File: src/hw/dot_clock_pkg.sv
// Package of register indices, field positions, codes and timing for the dot-clock block.
`default_nettype none

package dot_clock_pkg;

	// Register indices in the indirect map.
	localparam logic [7:0] IDX_CLOCK_SOURCE_SELECT = 8'h1A;
	localparam logic [7:0] IDX_SYNTH_POINTER       = 8'h2C;
	localparam logic [7:0] IDX_PIXEL_SYNTH_DATA    = 8'h2D;
	localparam logic [7:0] IDX_MEMORY_SYNTH_DATA   = 8'h2E;
	localparam logic [7:0] IDX_LOOP_SYNTH_DATA     = 8'h2F;

	// Reset values.
	localparam logic [7:0] CSR_RESET           = 8'h07;
	localparam logic [5:0] SYNTH_POINTER_RESET = 6'h00;
	localparam logic [7:0] SYNTH_REG_RESET     = 8'h00;

	// Field positions of the clock-selection register.
	localparam int SRC_LSB       = 0;
	localparam int SRC_MSB       = 3;
	localparam int DIV_LSB       = 4;
	localparam int DIV_MSB       = 6;
	localparam int SYSCLK_EN_BIT = 7;

	// Dot-clock source codes.
	localparam logic [3:0] SRC_IN0_LATCH = 4'h0;
	localparam logic [3:0] SRC_IN1       = 4'h1;
	localparam logic [3:0] SRC_IN2_A     = 4'h2;
	localparam logic [3:0] SRC_IN2_B     = 4'h3;
	localparam logic [3:0] SRC_ECL       = 4'h4;
	localparam logic [3:0] SRC_PIXEL     = 4'h5;
	localparam logic [3:0] SRC_STOP      = 4'h6;
	localparam logic [3:0] SRC_IN0_VGA   = 4'h7;
	localparam int         SRC_RSVD_BIT  = 3;

	// Video divider code that holds the video clock low.
	localparam logic [2:0] DIV_HOLD = 3'h7;

	// Pointer codes and pointer field positions.
	localparam logic [1:0] PTR_N      = 2'h0;
	localparam logic [1:0] PTR_M      = 2'h1;
	localparam logic [1:0] PTR_P      = 2'h2;
	localparam logic [1:0] PTR_STATUS = 2'h3;
	localparam int         PTR_WIDTH  = 2;
	localparam int         NUM_SYNTH  = 3;

	// Bit positions inside the synthesizer registers.
	localparam int P_RUN_BIT    = 7;
	localparam int P_OUT_EN_BIT = 6;
	localparam int LOCK_BIT     = 6;

	// Settling time before a running synthesizer reports lock.
	localparam int CLK_PERIOD_NS      = 40;
	localparam int LOCK_SETTLE_NS     = 1000;
	localparam int LOCK_SETTLE_CYCLES = (LOCK_SETTLE_NS + CLK_PERIOD_NS - 1) / CLK_PERIOD_NS;

endpackage

`default_nettype wire

File: src/hw/dot_clock_select.sv
// Dot-clock source selection, video divider and synthesizer register access.
// Overview of operation
// - Clock-selection register resets to 0x07, input zero drives the dot clock.
// - Low selection bits 111: input zero clocks and latches VGA data and blank.
// - Low bits 000: input zero clocks, latch clock latches; either port usable.
// - Source field: 1 input one, 2/3 input two, 4 ECL pair, 5 synthesizer.
// - Source code 6 stops the internal dot clock to save power.
// - Bits six to four divide the dot clock by 2^n; value 7 holds zero.
// - Bit 7 of clock selection enables the system clock output.
// - Pointer register is readable, writable, holds three 2-bit pointers.
// - Pointer codes 00 N, 01 M, 10 P, 11 read-only status.
// - Indices 0x2D, 0x2E, 0x2F reach pixel, memory and loop synthesizer.
// - A data-port write increments only that synthesizer's pointer.
// - Data-port reads leave the pointer unchanged.
// - P-value bit 6 of the pixel synthesizer drives its output pin.
// - Each synthesizer is enabled or disabled independently.
// - Status bit 6 reads one once the loop has locked.
// - P-value bit 7 zero holds the synthesizer in reset; one runs it.
`default_nettype none

module dot_clock_select #(
	parameter int LOCK_CYCLES = dot_clock_pkg::LOCK_SETTLE_CYCLES
) (
	// Clock and reset.
	input  wire logic                                clk_sys,
	input  wire logic                                reset,
	// Indirect register port.
	input  wire logic [7:0]                          reg_index,
	input  wire logic                                reg_write,
	input  wire logic                                reg_read,
	input  wire logic [7:0]                          reg_wdata,
	output var  logic [7:0]                          reg_rdata,
	// External clock pins and the synthesized pixel clock.
	input  wire logic                                clock_input_zero,
	input  wire logic                                clock_input_one,
	input  wire logic                                clock_input_two_p,
	input  wire logic                                clock_input_two_n,
	input  wire logic                                pixel_synth_clock,
	// Clock outputs.
	output var  logic                                dot_clock,
	output var  logic                                video_clock,
	output var  logic                                sysclk_out,
	output var  logic                                pixel_synth_out_pin,
	// Latch mode of the VGA port.
	output var  logic                                latch_with_input_zero,
	output var  logic                                vga_only_mode,
	// Synthesizer state.
	output var  logic [dot_clock_pkg::NUM_SYNTH-1:0] synth_run,
	output var  logic [dot_clock_pkg::NUM_SYNTH-1:0] synth_locked
);

	import dot_clock_pkg::*;

	logic [7:0] clock_source_select;
	logic [5:0] synth_pointer;
	logic [5:0] next_synth_pointer;
	logic [4:0] pins;
	logic [5:0] div_count;
	logic       dot_prev;

	wire  [3:0] source_code = clock_source_select[SRC_MSB:SRC_LSB];
	wire  [2:0] div_code    = clock_source_select[DIV_MSB:DIV_LSB];
	wire        pin_zero    = pins[0];
	wire        pin_one     = pins[1];
	wire        pin_two_p   = pins[2];
	wire        pin_two_n   = pins[3];
	wire        pin_synth   = pins[4];

	// Index decode of the register port.
	wire write_csr     = reg_write && (reg_index == IDX_CLOCK_SOURCE_SELECT);
	wire write_pointer = reg_write && (reg_index == IDX_SYNTH_POINTER);
	wire [NUM_SYNTH-1:0] write_data_port;
	assign write_data_port[0] = reg_write && (reg_index == IDX_PIXEL_SYNTH_DATA);
	assign write_data_port[1] = reg_write && (reg_index == IDX_MEMORY_SYNTH_DATA);
	assign write_data_port[2] = reg_write && (reg_index == IDX_LOOP_SYNTH_DATA);

	wire [7:0]           port_rdata [NUM_SYNTH];
	wire [NUM_SYNTH-1:0] run_w;
	wire [NUM_SYNTH-1:0] out_en_w;
	wire [NUM_SYNTH-1:0] lock_w;

	// All external clocks are sampled; the system clock must be well above them.
	pin_sync #(
		.WIDTH (5)
	) u_pin_sync (
		.clk_sys   (clk_sys),
		.reset     (reset),
		.pin_raw   ({pixel_synth_clock, clock_input_two_n, clock_input_two_p,
		             clock_input_one, clock_input_zero}),
		.pin_level (pins)
	);

	// One pointer and one register set per synthesizer, each on its own.
	genvar s;
	generate
		for (s = 0; s < NUM_SYNTH; s++) begin : g_synth
			wire [1:0] ptr = synth_pointer[PTR_WIDTH*s +: PTR_WIDTH];
			// Only a pointer-register write or a write to this port moves this pointer; reads never do.
			assign next_synth_pointer[PTR_WIDTH*s +: PTR_WIDTH] =
				write_pointer      ? reg_wdata[PTR_WIDTH*s +: PTR_WIDTH] :
				write_data_port[s] ? ptr + 2'h1 :
				ptr;
			synth_channel #(
				.LOCK_CYCLES (LOCK_CYCLES)
			) u_channel (
				.clk_sys    (clk_sys),
				.reset      (reset),
				.pointer    (ptr),
				.write_en   (write_data_port[s]),
				.write_data (reg_wdata),
				.read_data  (port_rdata[s]),
				.synth_run  (run_w[s]),
				.out_enable (out_en_w[s]),
				.locked     (lock_w[s])
			);
		end
	endgenerate

	// Register writes; the pointer reset value is a defined zero for safety.
	always_ff @(posedge clk_sys or posedge reset) begin
		if (reset) begin
			clock_source_select <= CSR_RESET;
			synth_pointer       <= SYNTH_POINTER_RESET;
		end else begin
			if (write_csr) begin
				clock_source_select <= reg_wdata;
			end
			synth_pointer <= next_synth_pointer;
		end
	end

	// Read-back mux; unmapped indices read zero, unused pointer bits read zero.
	wire [7:0] read_mux =
		(reg_index == IDX_CLOCK_SOURCE_SELECT) ? clock_source_select :
		(reg_index == IDX_SYNTH_POINTER)       ? {2'b00, synth_pointer} :
		(reg_index == IDX_PIXEL_SYNTH_DATA)    ? port_rdata[0] :
		(reg_index == IDX_MEMORY_SYNTH_DATA)   ? port_rdata[1] :
		(reg_index == IDX_LOOP_SYNTH_DATA)     ? port_rdata[2] :
		8'h00;

	// Read data is held until the next read so software may sample it late.
	always_ff @(posedge clk_sys or posedge reset) begin
		if (reset) begin
			reg_rdata <= 8'h00;
		end else if (reg_read) begin
			reg_rdata <= read_mux;
		end
	end

	// Source selection; the ECL pair follows the true leg only while legs differ.
	wire ecl_level = (pin_two_p != pin_two_n) ? pin_two_p : dot_clock;
	wire dot_sel =
		source_code[SRC_RSVD_BIT]     ? 1'b0 :
		(source_code == SRC_IN0_VGA)  ? pin_zero :
		(source_code == SRC_IN0_LATCH) ? pin_zero :
		(source_code == SRC_IN1)      ? pin_one :
		(source_code == SRC_IN2_A)    ? pin_two_p :
		(source_code == SRC_IN2_B)    ? pin_two_p :
		(source_code == SRC_ECL)      ? ecl_level :
		(source_code == SRC_PIXEL)    ? pin_synth :
		1'b0;

	// Video divider taps a free counter of dot-clock rising edges.
	wire dot_rise  = dot_clock && !dot_prev;
	wire video_sel =
		(div_code == 3'h0)     ? dot_clock :
		(div_code == DIV_HOLD) ? 1'b0 :
		div_count[div_code - 3'h1];

	// Clock outputs, all registered so that no decode glitch leaves the block.
	always_ff @(posedge clk_sys or posedge reset) begin
		if (reset) begin
			dot_clock   <= 1'b0;
			dot_prev    <= 1'b0;
			div_count   <= 6'h00;
			video_clock <= 1'b0;
			sysclk_out  <= 1'b0;
		end else begin
			dot_clock   <= dot_sel;
			dot_prev    <= dot_clock;
			div_count   <= dot_rise ? div_count + 6'h01 : div_count;
			video_clock <= video_sel;
			sysclk_out  <= clock_source_select[SYSCLK_EN_BIT] && video_sel;
		end
	end

	// Latch mode flags and synthesizer state outputs.
	always_ff @(posedge clk_sys or posedge reset) begin
		if (reset) begin
			latch_with_input_zero <= 1'b1;
			vga_only_mode         <= 1'b1;
			pixel_synth_out_pin   <= 1'b0;
			synth_run             <= '0;
			synth_locked          <= '0;
		end else begin
			latch_with_input_zero <= (source_code == SRC_IN0_VGA);
			vga_only_mode         <= (source_code == SRC_IN0_VGA);
			pixel_synth_out_pin   <= out_en_w[0] && pin_synth;
			synth_run             <= run_w;
			synth_locked          <= lock_w;
		end
	end
endmodule

`default_nettype wire

File: src/hw/pin_sync.sv
// Three-stage synchronizer for pins that come from outside the system clock domain.
`default_nettype none

module pin_sync #(
	parameter int WIDTH = 1
) (
	// Clock and reset.
	input  wire logic             clk_sys,
	input  wire logic             reset,
	// Raw pins and their filtered level.
	input  wire logic [WIDTH-1:0] pin_raw,
	output var  logic [WIDTH-1:0] pin_level
);

	genvar b;

	// Each bit takes a new level only when the second and third stages agree.
	generate
		for (b = 0; b < WIDTH; b++) begin : g_bit
			logic stage1;
			logic stage2;
			logic stage3;
			always_ff @(posedge clk_sys or posedge reset) begin
				if (reset) begin
					stage1       <= 1'b0;
					stage2       <= 1'b0;
					stage3       <= 1'b0;
					pin_level[b] <= 1'b0;
				end else begin
					stage1 <= pin_raw[b];
					stage2 <= stage1;
					stage3 <= stage2;
					if (stage2 == stage3) begin
						pin_level[b] <= stage3;
					end
				end
			end
		end
	endgenerate

endmodule

`default_nettype wire

File: src/hw/synth_channel.sv
// One frequency synthesizer's N, M, P and status registers with a lock timer.
`default_nettype none

module synth_channel #(
	parameter int LOCK_CYCLES = dot_clock_pkg::LOCK_SETTLE_CYCLES
) (
	// Clock and reset.
	input  wire logic       clk_sys,
	input  wire logic       reset,
	// Access through the data port.
	input  wire logic [1:0] pointer,
	input  wire logic       write_en,
	input  wire logic [7:0] write_data,
	output logic      [7:0] read_data,
	// Control and state of the synthesizer.
	output logic            synth_run,
	output logic            out_enable,
	output logic            locked
);

	import dot_clock_pkg::*;

	logic [7:0]  value_n;
	logic [7:0]  value_m;
	logic [7:0]  value_p;
	logic [15:0] settle_count;

	// Status is read-only; a write aimed at it lands nowhere.
	always_ff @(posedge clk_sys or posedge reset) begin
		if (reset) begin
			value_n <= SYNTH_REG_RESET;
			value_m <= SYNTH_REG_RESET;
			value_p <= SYNTH_REG_RESET;
		end else if (write_en) begin
			case (pointer)
				PTR_N:   value_n <= write_data;
				PTR_M:   value_m <= write_data;
				PTR_P:   value_p <= write_data;
				default: value_n <= value_n;
			endcase
		end
	end

	// The run bit low holds the loop in reset; lock comes only after settling.
	always_ff @(posedge clk_sys or posedge reset) begin
		if (reset) begin
			settle_count <= 16'h0000;
		end else if (!value_p[P_RUN_BIT]) begin
			settle_count <= 16'h0000;
		end else if (settle_count != 16'(LOCK_CYCLES)) begin
			settle_count <= settle_count + 16'h0001;
		end
	end

	assign synth_run  = value_p[P_RUN_BIT];
	assign out_enable = value_p[P_OUT_EN_BIT];
	assign locked     = value_p[P_RUN_BIT] && (settle_count == 16'(LOCK_CYCLES));

	// Register selected by the pointer; other status bits read as zero.
	assign read_data = (pointer == PTR_N) ? value_n :
	                   (pointer == PTR_M) ? value_m :
	                   (pointer == PTR_P) ? value_p :
	                   {1'b0, locked, 6'h00};
endmodule

`default_nettype wire
File: config.mk
export PLATFORM = sky130hd
export DESIGN_NAME = dot_clock_select
export DESIGN_NICKNAME = d
export VERILOG_FILES = /design/src/hw/dot_clock_pkg.sv /design/src/hw/dot_clock_select.sv /design/src/hw/pin_sync.sv /design/src/hw/synth_channel.sv
export SDC_FILE = /design/constraint.sdc
export NUM_CORES = 1
export LEC_CHECK = 0
export ABC_CLOCK_PERIOD_IN_PS = 4100
export BUFFER_PORTS_ARGS = -buffer_cell sky130_fd_sc_hd__buf_2
export CAP_MARGIN = 20
export CORE_ASPECT_RATIO = 1.2
export CORE_UTILIZATION = 48
export DETAILED_ROUTE_END_ITERATION = 6
export PLACE_DENSITY_LB_ADDON = 0.2
export SLEW_MARGIN = 30
export SYNTH_ARGS = -nofsm -noshare
export SYNTH_HDL_FRONTEND = slang
export SYNTH_HIERARCHICAL = 1
export SYNTH_SLANG_ARGS = --single-unit
export TNS_END_PERCENT = 1
File: constraint.sdc
create_clock -name clk_sys -period 4.1 [get_ports clk_sys]
set_input_delay 0.82 -clock clk_sys [delete_from_list [all_inputs] [get_ports clk_sys]]
set_output_delay 0.82 -clock clk_sys [all_outputs]
set_load 0.02 [all_outputs]
==> results of run 1 <==
==> routing by layer <==
metal  wire, um  part of all wire
met1       8080              0.44
met2       9220              0.50
met3        661             0.036
met4        408             0.022
met5         12           0.00065
==> final timing paths <==
check	from	cells after the start	end
setup / recovery	reg_index[1]	6	g_synth[0].u_channel/value_n[3]
hold / removal	u_pin_sync/g_bit[0].stage1	0	u_pin_sync/g_bit[0].stage2
setup reg to reg	synth_pointer[2]	7	reg_rdata[3]
hold reg to reg	u_pin_sync/g_bit[0].stage1	0	u_pin_sync/g_bit[0].stage2
max in group asynchronous	reset	2	u_pin_sync/pin_level[2]
min in group asynchronous	reset	2	pixel_synth_out_pin
==> per-stage QoR <==
step / instances / worst slack, ns / utilization
after global placement: 1007 / 1.24 / 0.513
after detailed placement: 1007 / 1.12 / 0.513
final: 1039 / 1.54 / 0.546
after CTS: 1039 / 1.55 / 0.546
after global routing: 1039 / 1.32 / 0.546
after floorplan: 764 / 1.67 / -
==> cell usage after synthesis, types with 6 or more instances <==
cell      count
a31oi_1       6
nor2_1       75
nand3_1      22
mux2_1        8
clkbuf_1      6
nor3_1       14
a21oi_1      20
buf_2        10
o21ai_0      32
nor4_1        8
nand2_1      65
nand3b_1      6
nand4_1      15
buf_4         8
inv_1        27
nand2b_1      7
mux2_2       73
and3_1        8
xor2_1       12
nor4_2        9
dfrtp_1     176
mux2i_1      33
nor2b_1       7
ha_1         10
xnor2_1      30
==> final cells by class <==
class / instances / area, sq um
Sequential cell: 180 / 4510
Timing Repair Buffer: 47 / 243
Inverter: 27 / 103
Tap cell: 220 / 275
Clock buffer: 22 / 484
Multi-Input combinational cell: 533 / 3850
Clock inverter: 10 / 98.8
Fill cell: 1513 / 7940
==> registers in the layout, summed over array words and instances (netlist names), 6 cells and up <==
register / flops
synth_pointer: 6
clock_source_select: 8
g_synth.u_channel/value_n: 24
g_synth.u_channel/settle_count: 48
div_count: 6
g_synth.u_channel/value_p: 24
g_synth.u_channel/value_m: 24
reg_rdata: 8
==> logic make-up (layout without fill, tap and decap cells) <==
family | count (synthesis) | count (layout)
and+or+nand+nor | 270 | 270
DFF | 180 | 180
muxes | 114 | 114
AOI/OAI and AO/OA | 92 | 92
buffers and inverters | 51 | 106
xor gates and xnor gates | 42 | 42
adders and majority gates | 15 | 15
==> power by group through the flow <==
stage	registers, mW	clock network, mW	logic [mW]
detailed placement	1.95	0	0.276
finish	1.92	1.58	0.272
global placement	1.95	0	0.262
CTS	1.92	1.62	0.275
floorplan	1.94	0	0.190
global route	1.93	1.70	0.304
==> worst reg2reg max path: cells and delay by family (launching register included) <==
kind	cells	cell delay, ns
AO/OA/AOI/OAI	5	1.04
flip-flops	1	0.66
AND/OR/NAND/NOR	2	0.76
==> run metrics, run 1 <==
outcome finished, final reports clean; max cap viols 0; vias in the first global route 6015; vias post-DR 5933; peak fanout along the critical path 20; Yosys warning count 6; total setup buffers inserted after CTS 0; # hold bufs at CTS 0; GRT Util Overall 0.215; R2R Setup Slk 1.56 ns; initial antenna violation count 1; crit end category register; mux contribution to synthesized area 0.145; Buf+Inv Stages, Crit Path 1; TritonCTS clock tree yes; mapped cell area 8600 sq um; Final Power 3.77 mW; adder-cell area share of the yosys netlist 0.0211; Slowest cell on crit path nor3b_2; CTS Root Cell clkbuf_16; Post-Synth XOR/XNOR Area 0.0428; nets 841; num rows 53; total wire length 18400 um; endpoints failing hold 0; Syn Nets 799; pin count of the biggest net entering global routing 41; Via density 5.71; DRT Pass-1 Iters 5; commonest non-fill, non-tap cell in the layout dfrtp_1; Die H 149 um; # resized after CTS 0; HPWL Detailed 12700 um; setup_tns 0 ns; P_sw 0.914 mW; DR WL/cell 17.7 um; fin crit period 2.56 ns; layout cells sized above 1 0.230; Synth Area per Inst 11.3 sq um; Final setup viols 0; met3 Resource Use GR 0.0498; Fmax 390 MHz; Crit path largest cell delay 0.59 ns; clock skew 0.00485 ns; global-route wire length before repair 30200 um; combinational family with the most area after synthesis simple AND/OR/NAND/NOR gates; slew at the pin with the worst max-slew slack 0.751 ns; Crit path required time 4.42 ns; DRT iter0 DRCs 327; VDD IR max 0.000320 V; Final Cycle Share 0.625; Final Cell Area 9570 sq um; detailed-route DRC error count 0; die area 18400 sq um; placed cell areas 8980 sq um; Post-synth ARST share 1.00; Yosys cell types 60; die width 124 um; met2 usage 0.355; cell taking the most area after synthesis dfrtp_1; num ports 45; Max clock buf depth 2; sequential area share after synthesis 0.525; H-tree Lvls 4; RSZ-0062 raised after global routing false; GR peak layer met2; post-synth top area share 0.512; Initial Util 0.491; crit start category input port; WS Path Type in -> reg; Slew headroom 0.500; leakage power 4.23 nW; remaining antenna violation count 0; core area 17500 sq um; clk slew on worst S/H paths 0.06 ns; Placer Congestion 0.901; synthesized flop and latch total 180; Internal 2.86 mW; Power Density 394 nW/um^2; TritonCTS Buffers 17; CP cell instances buf_2 -> nor3_2 -> nand3_1 -> nor2_1 -> nor3b_2 -> mux2_2; Seq pwr share 0.509; Skew-Pair Late Insertion Delay 0.43 ns; Logic pwr share 0.072; Worst Hold Class reg -> reg; Net Sw Frac 0.242; Post-synth EDFFs 0; dominant synthesized flop cell dfrtp_1; Area growth syn-to-layout 11.3%; Synth Area in Simple Gates 0.172; Area contributors post-synth dfrtp_1 51%, mux2_2 9.6%, mux2i_1 3.8%, nor2_1 3.3%, xnor2_1 3.1%; M1 GR Usage 0.272; clock power share 0.419; I/O Buffers 44; Compound-Gate Fraction of Synth Area 0.0675; crit path DAT 2.88 ns; total grt overflow 0; max-slew violation count 0; clk sinks 180; Synth Instances 764; Final Hold Slack 0.346 ns; diode count 0; commonest cells after routing, fill and taps aside 176 x dfrtp_1, 75 x nor2_1, 73 x mux2_2; family with the most delay on the worst path simple AND/OR/NAND/NOR gates
(Power assumes the default switching activity.)
==> run 2: changes to the inputs <==
Settings changed: ABC_CLOCK_PERIOD_IN_PS 4100 to 2300.
Clock period 4.1 ns to 2.3 ns, I/O delays scaled along.
==> run 2 against run 1 <==
Utilization is 1.1 points higher. Cell area is 2.1% higher. Via count is 0.72% higher. Non-clock buffer count is 25 higher. Critical path type is now reg -> reg.
==> run metrics, run 2 (synthesis results as in run 1) <==
layout cells sized above 1 0.251 (+0.0216); setup ws final 0.253 ns (-1.28 ns); GRT Util Overall 0.220 (+0.00457); vias post-DR 5976 (+0.72%); Area growth syn-to-layout 13.6%; pin count of the biggest net entering global routing 41 (unchanged); total grt overflow 0 (unchanged); vias in the first global route 6043 (+0.47%); remaining antenna violation count 0 (unchanged); DRT iter0 DRCs 396 (+21%); Layout Cells excl Fill 1064 (+2.4%); r2r worst-path depth 6 (-1); commonest non-fill, non-tap cell in the layout dfrtp_1; max reg flops 48 (unchanged); Slowest cell on crit path or4_1; Max clock buf depth 2 (unchanged); Via density 5.62 (-1.6%); placed cell areas 9170 sq um (+2.1%); crit path DAT 2.39 ns (-0.49 ns); TritonCTS Buffers 17 (unchanged); slew at the pin with the worst max-slew slack 0.713 ns (-0.0381 ns); Fmax 489 MHz; DRT Pass-1 Iters 4 (-1); fin crit period 2.05 ns; Skew-Pair Late Insertion Delay 0.42 ns (about the same); WS Path Type reg -> reg; DP Worst Slack 0.0202 ns (-1.10 ns); clock skew 0.00501 ns (+0.000166 ns); TritonCTS clock tree yes; initial antenna violation count 0 (-1); endpoints failing hold 0 (unchanged); outcome finished, final reports clean; Final Cell Area 9770 sq um (+2.1%); clk slew on worst S/H paths 0.07 ns (about the same); Die H 149 um (unchanged); final core utilization 0.558 (+0.0114); Worst Hold Class in -> reg; leakage power 4.36 nW (+3.0%); diode count 0 (unchanged); Reg with most FFs g_synth.u_channel/settle_count; R2R Setup Slk 0.25 ns (-1.31 ns); crit end category register; RSZ-0062 raised after global routing false; total wire length 18800 um (+2.5%); num rows 53 (unchanged); clk sinks 180 (unchanged); CTS Root Cell clkbuf_16; I/O Buffers 44 (unchanged); max cap viols 0 (unchanged); Placer Congestion 0.885 (-1.7%); Crit path largest cell delay 0.55 ns (-0.04 ns); die width 124 um (unchanged); VDD IR max 0.000515 V (+61%); setup_tns 0 ns (unchanged); crit start category register; Final Cycle Share 0.890; DR WL/cell 17.7 um (about the same); die area 18400 sq um (unchanged); CP cell instances nor2b_1 -> nand2_1 -> o21ai_0 -> a21boi_0 -> or4_1 -> a21oi_1; HPWL Detailed 13300 um (+4.2%); dpl cells 1031 (+2.4%); Power Density 693 nW/um^2 (+76%); detailed-route DRC error count 0 (unchanged); peak fanout along the critical path 7 (-65%); H-tree Lvls 4 (unchanged); commonest cells after routing, fill and taps aside 176 x dfrtp_1, 75 x nor2_1, 73 x mux2_2; Hold Path Depth 1 (+1); Initial Util 0.491 (unchanged); global-route wire length before repair 30800 um (+2.2%); nets 866 (+3.0%); core area 17500 sq um (unchanged); Crit path required time 2.65 ns (-1.77 ns); max-slew violation count 0 (unchanged); Final setup viols 0 (unchanged); num ports 45 (unchanged); Slew headroom 0.524 (+0.0249)
-- run 2: cell types whose count changed in the layout (fill, tap and decap cells not counted) --
cell | before | now
clkinvlp_4 | 2 | 3
buf_4 | 3 | 26
dlygate4sd3_1 | 0 | 1
inv_2 | 0 | 1
clkinv_2 | 3 | 2
inv_6 | 1 | 2
clkinv_4 | 4 | 2
buf_12 | 0 | 1
-- run 2: timing repair --
item,in CTS,in global routing
resized for setup,0,0
buffers inserted,0,0
hold endpoints to repair,4,0
hold buffers,1,0
-- run 2: power breakdown --
| group | switching, mW | total [mW] | internal (mW) |
|---|---|---|---|
| combinational | 0.317 | 0.533 | 0.215 |
| clock | 1.21 | 2.83 | 1.61 |
| sequential | 0.113 | 3.40 | 3.29 |
-- run 2: final timing paths --
| kind | start | end |
|---|---|---|
| min in group asynchronous | reset | synth_locked[0] |
| max reg2reg | synth_pointer[0] | reg_rdata[5] |
| max | synth_pointer[0] | reg_rdata[5] |
| min | clock_input_one | u_pin_sync/g_bit[1].stage1 |
| max in group asynchronous | reset | u_pin_sync/g_bit[0].stage1 |
| min reg2reg | u_pin_sync/g_bit[1].stage1 | u_pin_sync/g_bit[1].stage2 |
-- run 2: cell type report --
class | instances | area, sq um
Clock buffer | 22 | 484
Clock inverter | 10 | 97.6
Fill cell | 1522 | 7740
Inverter | 27 | 101
Multi-Input combinational cell | 533 | 3850
Sequential cell | 180 | 4510
Tap cell | 220 | 275
Timing Repair Buffer | 72 | 445
-- run 2: per-stage QoR --
| step | hold slack, ns | power [mW] |
|---|---|---|
| 3_5_place_dp | 0.335 | 4.00 |
| 6_report | 0.135 | 6.77 |
| 4_1_cts | 0.119 | 6.85 |
| 2_1_floorplan | 0.331 | 3.79 |
| 3_3_place_gp | 0.333 | 3.97 |
| 5_1_grt | 0.113 | 7.06 |
-- run 2: layer usage --
metal,vias to the layer above,track usage,part of all wire
li1,2839,-,-
met1,3019,0.273,0.43
met2,89,0.377,0.52
met3,29,0.0414,0.025
met4,0,0.0780,0.021
met5,-,0,0
-- run 2: worst max-delay path, delay by kind of cell (launching register included) --
family / cells / cell delay (ns)
compound gates: 3 / 0.42
flops: 1 / 0.45
simple gates: 3 / 1.09
